`src/hw/sdrctl_params.svh`:
```
// constants for the sdram controller dll, high-speed and write-protect register tail
// assumes a 32-bit register port with byte addresses as printed
`ifndef SDRCTL_PARAMS_SVH
`define SDRCTL_PARAMS_SVH

`define SDRCTL_DLL_ADDR        32'hFFFFE824
`define SDRCTL_HS_ADDR         32'hFFFFE82C
`define SDRCTL_WPMR_ADDR       32'h0FFFE8E4
`define SDRCTL_WPSR_ADDR       32'h0FFFE8E8
`define SDRCTL_MD_ADDR         32'hFFFFE820

`define SDRCTL_DLL_INC_BIT     0
`define SDRCTL_DLL_DEC_BIT     1
`define SDRCTL_DLL_OVF_BIT     2
`define SDRCTL_DLL_VAL_LSB     8
`define SDRCTL_HS_EARLY_BIT    2
`define SDRCTL_WP_EN_BIT       0
`define SDRCTL_WP_KEY_LSB      8
`define SDRCTL_WP_KEY          24'h444452
`define SDRCTL_WPSR_SRC_LSB    8

`define SDRCTL_HS_RESET        1'b1
`define SDRCTL_MD_RESET        8'h10
`define SDRCTL_DLL_WIDTH       8
`define SDRCTL_DLL_LOCK_BAND   2

`endif

```
`src/hw/sdrctl_pkg.sv`:
```
// types shared by the sdram controller register tail
// assumes the params header sits on the include path
`default_nettype none
package sdrctl_pkg;
    // one register access from the peripheral bus
    typedef struct packed {
        logic        wr;
        logic        rd;
        logic [31:0] addr;
        logic [31:0] wdata;
    } sdrctl_req_s;

    // what the dll reports
    typedef struct packed {
        logic       inc;
        logic       dec;
        logic       ovf;
        logic [7:0] val;
    } sdrctl_dll_s;

    typedef enum logic [1:0] {
        SDRCTL_DLL_IDLE,
        SDRCTL_DLL_UP,
        SDRCTL_DLL_DOWN,
        SDRCTL_DLL_LOCKED
    } sdrctl_dll_e;
endpackage
`default_nettype wire

```
`src/hw/sdrctl_regs.sv`:
```
// register tail of the sdram controller: dll status, high-speed option,
// write protection mode and violation status
// assumes a simple synchronous register port, one access per asserted strobe
`default_nettype none
`include "sdrctl_params.svh"
module sdrctl_regs (
    input  wire logic                 REF_CLK,
    input  wire logic                 ARST_N,
    input  wire sdrctl_pkg::sdrctl_req_s REQ,
    input  wire logic                 PHASE_LATE,
    input  wire logic                 PHASE_EARLY,
    output logic [31:0]               RDATA,
    output logic                      EARLY_READ_DISABLE,
    output logic [7:0]                MEM_DEVICE,
    output logic                      PROTECT_ENABLE
);
    import sdrctl_pkg::*;

    sdrctl_dll_s  dll;
    logic         hs_ff, nxt_hs;
    logic [7:0]   md_ff, nxt_md;
    logic         protect_enable_ff, nxt_protect_enable;
    logic         vflag_ff, nxt_vflag;
    logic [15:0]  vsrc_ff, nxt_vsrc;
    logic [31:0]  rdata_ff, nxt_rdata;
    logic         hit_dll, hit_hs, hit_wpmr, hit_wpsr, hit_md;
    logic         viol;

    ////////////////////////////////////////////////////////////////////////////
    // delay loop instance
    sdrctl_dll #(.WIDTH(`SDRCTL_DLL_WIDTH)) u_dll (
        .clk         (REF_CLK),
        .arst_n      (ARST_N),
        .phase_late  (PHASE_LATE),
        .phase_early (PHASE_EARLY),
        .inc         (dll.inc),
        .dec         (dll.dec),
        .ovf         (dll.ovf),
        .val         (dll.val)
    );

    ////////////////////////////////////////////////////////////////////////////
    // address decode
    assign hit_dll  = (REQ.addr == `SDRCTL_DLL_ADDR);
    assign hit_hs   = (REQ.addr == `SDRCTL_HS_ADDR);
    assign hit_wpmr = (REQ.addr == `SDRCTL_WPMR_ADDR);
    assign hit_wpsr = (REQ.addr == `SDRCTL_WPSR_ADDR);
    assign hit_md   = (REQ.addr == `SDRCTL_MD_ADDR);
    // a write to a guarded register while protection is on
    assign viol     = REQ.wr && protect_enable_ff && (hit_hs || hit_md);

    ////////////////////////////////////////////////////////////////////////////
    // writable state and violation capture
    always_comb begin
        nxt_hs    = hs_ff;
        nxt_md    = md_ff;
        nxt_protect_enable  = protect_enable_ff;
        nxt_vflag = vflag_ff;
        nxt_vsrc  = vsrc_ff;
        if (REQ.wr && !protect_enable_ff && hit_hs)
            nxt_hs = REQ.wdata[`SDRCTL_HS_EARLY_BIT];
        if (REQ.wr && !protect_enable_ff && hit_md)
            nxt_md = REQ.wdata[7:0];
        if (REQ.wr && hit_wpmr && REQ.wdata[31:`SDRCTL_WP_KEY_LSB] == `SDRCTL_WP_KEY)
            nxt_protect_enable = REQ.wdata[`SDRCTL_WP_EN_BIT];
        // read clears first; a violation in the same cycle wins so it is not lost
        if (REQ.rd && hit_wpsr) begin
            nxt_vflag = 1'b0;
            nxt_vsrc  = '0;
        end
        if (viol) begin
            nxt_vflag = 1'b1;
            nxt_vsrc  = REQ.addr[15:0];
        end
    end

    always_ff @(posedge REF_CLK or negedge ARST_N) begin
        if (!ARST_N) begin
            hs_ff    <= `SDRCTL_HS_RESET;
            md_ff    <= `SDRCTL_MD_RESET;
            protect_enable_ff  <= 1'b0;
            vflag_ff <= 1'b0;
            vsrc_ff  <= '0;
        end else begin
            hs_ff    <= nxt_hs;
            md_ff    <= nxt_md;
            protect_enable_ff  <= nxt_protect_enable;
            vflag_ff <= nxt_vflag;
            vsrc_ff  <= nxt_vsrc;
        end
    end

    ////////////////////////////////////////////////////////////////////////////
    // registered read data, one cycle after the strobe; unmapped reads zero
    always_comb begin
        nxt_rdata = 32'h00000000;
        if (REQ.rd) begin
            if (hit_dll) begin
                nxt_rdata[`SDRCTL_DLL_INC_BIT] = dll.inc;
                nxt_rdata[`SDRCTL_DLL_DEC_BIT] = dll.dec;
                nxt_rdata[`SDRCTL_DLL_OVF_BIT] = dll.ovf;
                nxt_rdata[15:`SDRCTL_DLL_VAL_LSB] = dll.val;
            end else if (hit_hs) begin
                nxt_rdata[`SDRCTL_HS_EARLY_BIT] = hs_ff;
            end else if (hit_wpmr) begin
                nxt_rdata[`SDRCTL_WP_EN_BIT] = protect_enable_ff; // key reads zero
            end else if (hit_wpsr) begin
                nxt_rdata[0] = vflag_ff;
                nxt_rdata[23:`SDRCTL_WPSR_SRC_LSB] = vsrc_ff;
            end else if (hit_md) begin
                nxt_rdata[7:0] = md_ff;
            end
        end
    end

    always_ff @(posedge REF_CLK or negedge ARST_N) begin
        if (!ARST_N)
            rdata_ff <= 32'h00000000;
        else
            rdata_ff <= nxt_rdata;
    end

    assign RDATA              = rdata_ff;
    assign EARLY_READ_DISABLE = hs_ff;
    assign MEM_DEVICE         = md_ff;
    assign PROTECT_ENABLE     = protect_enable_ff;
endmodule // sdrctl_regs
`default_nettype wire

```
`src/hw/sdrctl_dll.sv`:
```
// master delay counter of the read-strobe delay loop
// assumes a phase detector reports early/late against the reference period
`default_nettype none
`include "sdrctl_params.svh"
module sdrctl_dll #(
    parameter int WIDTH = `SDRCTL_DLL_WIDTH
) (
    input  wire logic             clk,
    input  wire logic             arst_n,
    input  wire logic             phase_late,
    input  wire logic             phase_early,
    output logic                  inc,
    output logic                  dec,
    output logic                  ovf,
    output logic [WIDTH-1:0]      val
);
    import sdrctl_pkg::*;

    sdrctl_dll_e       state_ff, nxt_state;
    logic [WIDTH-1:0]  val_ff, nxt_val;
    logic              ovf_ff, nxt_ovf;

    ////////////////////////////////////////////////////////////////////////////
    // counter walks toward the point where the strobe sits mid-window
    always_comb begin
        nxt_state = state_ff;
        nxt_val   = val_ff;
        nxt_ovf   = ovf_ff;
        unique case (state_ff)
            SDRCTL_DLL_IDLE, SDRCTL_DLL_UP, SDRCTL_DLL_DOWN: begin
                if (phase_late && !ovf_ff) begin
                    if (val_ff == {WIDTH{1'b1}}) begin
                        // line too short for this clock: stop and force lock
                        nxt_ovf   = 1'b1;
                        nxt_state = SDRCTL_DLL_LOCKED;
                    end else begin
                        nxt_val   = val_ff + 1'b1;
                        nxt_state = SDRCTL_DLL_UP;
                    end
                end else if (phase_early && val_ff != '0) begin
                    nxt_val   = val_ff - 1'b1;
                    nxt_state = SDRCTL_DLL_DOWN;
                end else begin
                    nxt_state = SDRCTL_DLL_LOCKED;
                end
            end
            SDRCTL_DLL_LOCKED: begin
                // relock only if drift appears and no overflow is pinned
                if (!ovf_ff && (phase_late || phase_early))
                    nxt_state = SDRCTL_DLL_IDLE;
            end
        endcase
    end

    always_ff @(posedge clk or negedge arst_n) begin
        if (!arst_n) begin
            state_ff <= SDRCTL_DLL_IDLE;
            val_ff   <= '0;
            ovf_ff   <= 1'b0;
        end else begin
            state_ff <= nxt_state;
            val_ff   <= nxt_val;
            ovf_ff   <= nxt_ovf;
        end
    end

    assign inc = (state_ff == SDRCTL_DLL_UP);
    assign dec = (state_ff == SDRCTL_DLL_DOWN);
    assign ovf = ovf_ff;
    assign val = val_ff;
endmodule // sdrctl_dll
`default_nettype wire

```
`config.mk`:
```
export PLATFORM = sky130hd
export DESIGN_NAME = sdrctl_regs
export DESIGN_NICKNAME = d
export VERILOG_FILES = /design/src/hw/sdrctl_pkg.sv /design/src/hw/sdrctl_regs.sv /design/src/hw/sdrctl_dll.sv
export VERILOG_INCLUDE_DIRS = /design/src /design/src/hw
export SDC_FILE = /design/constraint.sdc
export NUM_CORES = 1
export LEC_CHECK = 0
export BUFFER_PORTS_ARGS = -buffer_cell sky130_fd_sc_hd__clkbuf_2
export CAP_MARGIN = 15
export CELL_PAD_IN_SITES_DETAIL_PLACEMENT = 1
export CELL_PAD_IN_SITES_GLOBAL_PLACEMENT = 1
export CORE_AREA = 4 4 96 98
export CTS_BUF_LIST = sky130_fd_sc_hd__clkbuf_8
export DETAILED_ROUTE_END_ITERATION = 8
export DIE_AREA = 0 0 100 102
export PLACE_DENSITY_LB_ADDON = 0.1
export SLEW_MARGIN = 20
export SYNTH_ARGS = -nofsm -noshare
export SYNTH_HDL_FRONTEND = slang
export SYNTH_SLANG_ARGS = --single-unit
export TNS_END_PERCENT = 50
```
`constraint.sdc`:
```
create_clock -name REF_CLK -period 2.3 [get_ports REF_CLK]
set_input_delay 0.115 -clock REF_CLK [delete_from_list [all_inputs] [get_ports REF_CLK]]
set_output_delay 0.115 -clock REF_CLK [all_outputs]
set_load 0.1 [all_outputs]
```
==> out/metrics.yaml <==
status: "completed"
multi_input_area_um2: 1355
reg2reg_slack_ns: 0.20
crit_family: "simple AND/OR/NAND/NOR gates"
period_share_pct: 91.12
clk_path_buf_depth: 2
worstSetupStartpointType: "flip-flop"
route.vias.total: 2499
setup_viol: 0
fp-row-count: 34
clk_latency_ns: 0.35
grtUsageTotal_pct: 16.56
root_buffer: "clkbuf_8"
min_path_cells: 2
antenna_found_initial: 0
synth_enable_flop_cells: 0
die_w_um: 100
p_leak_nw: 2.129
fin_setup_tns_ns: 0
fillers: 982
end_kind: "flip-flop"
finalWirelength_um: 8093
tightestPinTransition_ns: 0.6352
portBuffers: 103
seqCellArea_um2: 1554
worstSetupPathType: "flip-flop to flip-flop"
via_per_inst: 4.968
syn-cell-area_um2: 3000
skew_ns: 0.01087
max_stage_delay_ns: 0.38
grt_first_pass_wirelength_um: 13230
cts_setup_buffers: 0
min_to: "MEM_DEVICE[0]$_DFFE_PN0P_"
grt-ovfl-total: 0
dieArea_um2: 10200
detail-route-antenna-nets: 0
cts.sinks: 62
crit_chain: "nand2b_2, buf_4, ha_1, inv_1, and3_1, a211oi_1, o211ai_1, mux2_2"
total_power_mw: 3.543
period_needed_ns: 2.096
r2r_cells: 8
dp_hpwl_um: 6098
worstHoldPathType: "input pin to flip-flop"
grt_max_degree: 41
drive_gt1_share_pct: 41.27
avgSynthCellArea_um2: 11.54
maxCapViolations: 0
core_um2: 8466
r2r_end: "u_dll.val[6]$_DFFE_PN0P_"
yosysWarnings: 0
path_clk_slew_ns: 0.08
slew_headroom_pct: 57.65
synth_cell_type_count: 51
ir_drop_v: 0.0004098
cp_data_required_time_ns: 2.53
rsz0062_at_grt: "false"
crit_buf_inv: 2
r2r_start: "u_dll.ovf$_DFFE_PN0P_"
crit_fanout: 7
hold_start: "REQ[0]"
report.final.slew_viol_count: 0
max_clock_freq_mhz: 477.1
die_height_um: 102
gp_congestion: 0.7922
drt-wirelength-per-cell_um: 16.09
crit_path_top_delay_cell: "dfrtp_1"
drt-pass1-iter-count: 4
route.detailed.drc: 0
grt_pass1_vias: 2699
drtIter0Drc: 81
area_growth_syn_to_layout_pct: 34.07
syn_inst: 260
nNetsFinal: 467
hold_viol_final: 0
path_depth: 8
cp.arrival_ns: 2.33
synthFlopType: "dfrtp_1"
cts_buffers: 9
start_util_pct: 35.44
diodes: 0
io_pins: 112
cts_htree_levels: 3
p_per_area_nw_per_um2: 880.8
yosysSeqAreaShare_pct: 51.79
holdWs_ns: 0.03550
synthArstFlopShare_pct: 100.0
cts_tree: "done"
ys_ff_latch: 62
-- placed cells by master (no fill, tap or decap), types with 4 or more instances in the layout --
cell type,Yosys,routed
clkbuf_2,0,103
dfrtp_1,60,60
buf_4,9,17
and2_1,15,15
nor2_1,14,14
and3_1,13,13
nor2b_1,12,12
mux2_2,11,11
clkbuf_8,0,10
nand4_1,9,9
a32oi_1,8,8
a21oi_1,9,8
conb_1,1,8
a21o_1,7,7
dlygate4sd3_1,0,7
inv_1,6,6
nand3_1,6,6
ha_1,6,6
nand2_1,5,5
or4_1,4,4
o21ai_0,4,4
o211ai_1,4,4
xor2_1,4,4
o21a_1,4,4
-- flip-flops by register name, summed over array words and instances (netlist names) --
signal              cells
vsrc_ff                16
u_dll.val               8
vflag_ff                1
EARLY_READ_DISABLE      1
RDATA                  24
MEM_DEVICE              8
u_dll.state_ff          2
u_dll.ovf               1
PROTECT_ENABLE          1
-- layout make-up --
cell class | count | area share [%]
clock inverters | 6 | 2.115
inverters | 6 | 0.5599
clock buffers | 10 | 3.421
multi-input cells | 183 | 33.69
flip-flops and latches | 62 | 38.63
well taps | 108 | 3.359
repair buffers | 128 | 18.23
-- cells in the mapped netlist, drive strengths merged (3+ instances only) --
master / number / area, um2
nand4: 9 / 56.30
nor4bb: 3 / 30.03
a21oi: 9 / 45.04
clkbuf: 5 / 18.77
o21ai: 4 / 20.02
o21a: 4 / 30.03
nand2: 6 / 25.03
inv: 6 / 22.52
buf: 11 / 90.08
ha: 6 / 75.07
and3: 14 / 92.59
nor2: 14 / 52.55
and2: 15 / 93.84
a21o: 7 / 52.55
nor3: 4 / 42.54
o211ai: 4 / 30.03
nor2b: 12 / 75.07
nand3: 7 / 40.04
dfrtp: 60 / 1501
nor4: 3 / 48.80
nand4b: 3 / 26.28
a32oi: 8 / 70.07
or4: 4 / 30.03
mux2: 11 / 123.9
xor2: 4 / 35.03
-- power breakdown --
part	total (mW)	internal [mW]	switching, mW
combinational	1.12	0.521	0.600
clock	1.08	0.635	0.449
sequential	1.34	1.19	0.144
-- worst reg2reg max path, stage by stage, from the launching register on --
cell	delay [ns]
dfrtp_1	0.38
nand2b_2	0.25
buf_4	0.17
ha_1	0.26
inv_1	0.08
and3_1	0.19
a211oi_1	0.23
o211ai_1	0.14
mux2_2	0.29
-- stage by stage --
step | util (%) | setup slack [ns] | instances | area [um2]
floorplan | - | 0.1727 | 267 | 3027
global placement | 43.90 | 0.04859 | 480 | 3716
detailed placement | 43.90 | 0.02938 | 480 | 3716
CTS | 47.35 | 0.1026 | 503 | 4009
global route | 47.52 | 0.02158 | 503 | 4023
finish | 47.52 | 0.2042 | 503 | 4023
-- per-layer routing --
layer	global-route usage [%]	routed length [um]
met4	5.907	139
met1	21.67	3548
met2	26.27	3947
met3	4.915	457
met5	0	0
-- kinds of logic after synthesis --
logic type / after synthesis / share of synthesized area [%]
other cells: 1 / 0.1250
simple gates: 102 / 22.69
mux: 13 / 4.796
compound gates: 47 / 11.30
fa+ha+maj: 7 / 3.169
xor+xnor: 6 / 1.751
flops: 62 / 51.79
buf+inv: 22 / 4.378
-- how the worst max path moves through the flow --
stage / start / end / slack (ns)
final: u_dll.ovf$_DFFE_PN0P_ / u_dll.val[6]$_DFFE_PN0P_ / 0.20
after CTS: u_dll.ovf$_DFFE_PN0P_ / u_dll.val[7]$_DFFE_PN0P_ / 0.10
after global routing: u_dll.ovf$_DFFE_PN0P_ / u_dll.val[7]$_DFFE_PN0P_ / 0.02
after global placement: REQ[33] / MEM_DEVICE[7]$_DFFE_PN0P_ / 0.05
after detailed placement: REQ[33] / MEM_DEVICE[0]$_DFFE_PN0P_ / 0.03
after floorplan: REQ[33] / vsrc_ff[2]$_DFFE_PN0P_ / 0.17
-- what timing repair did --
action	in CTS	in global routing
hold buffers	7	0
endpoints found under the setup margin	0	1
endpoints found under the hold margin	28	0
gates resized for setup	0	3
No activity file was read; power rests on OpenSTA's default activity.
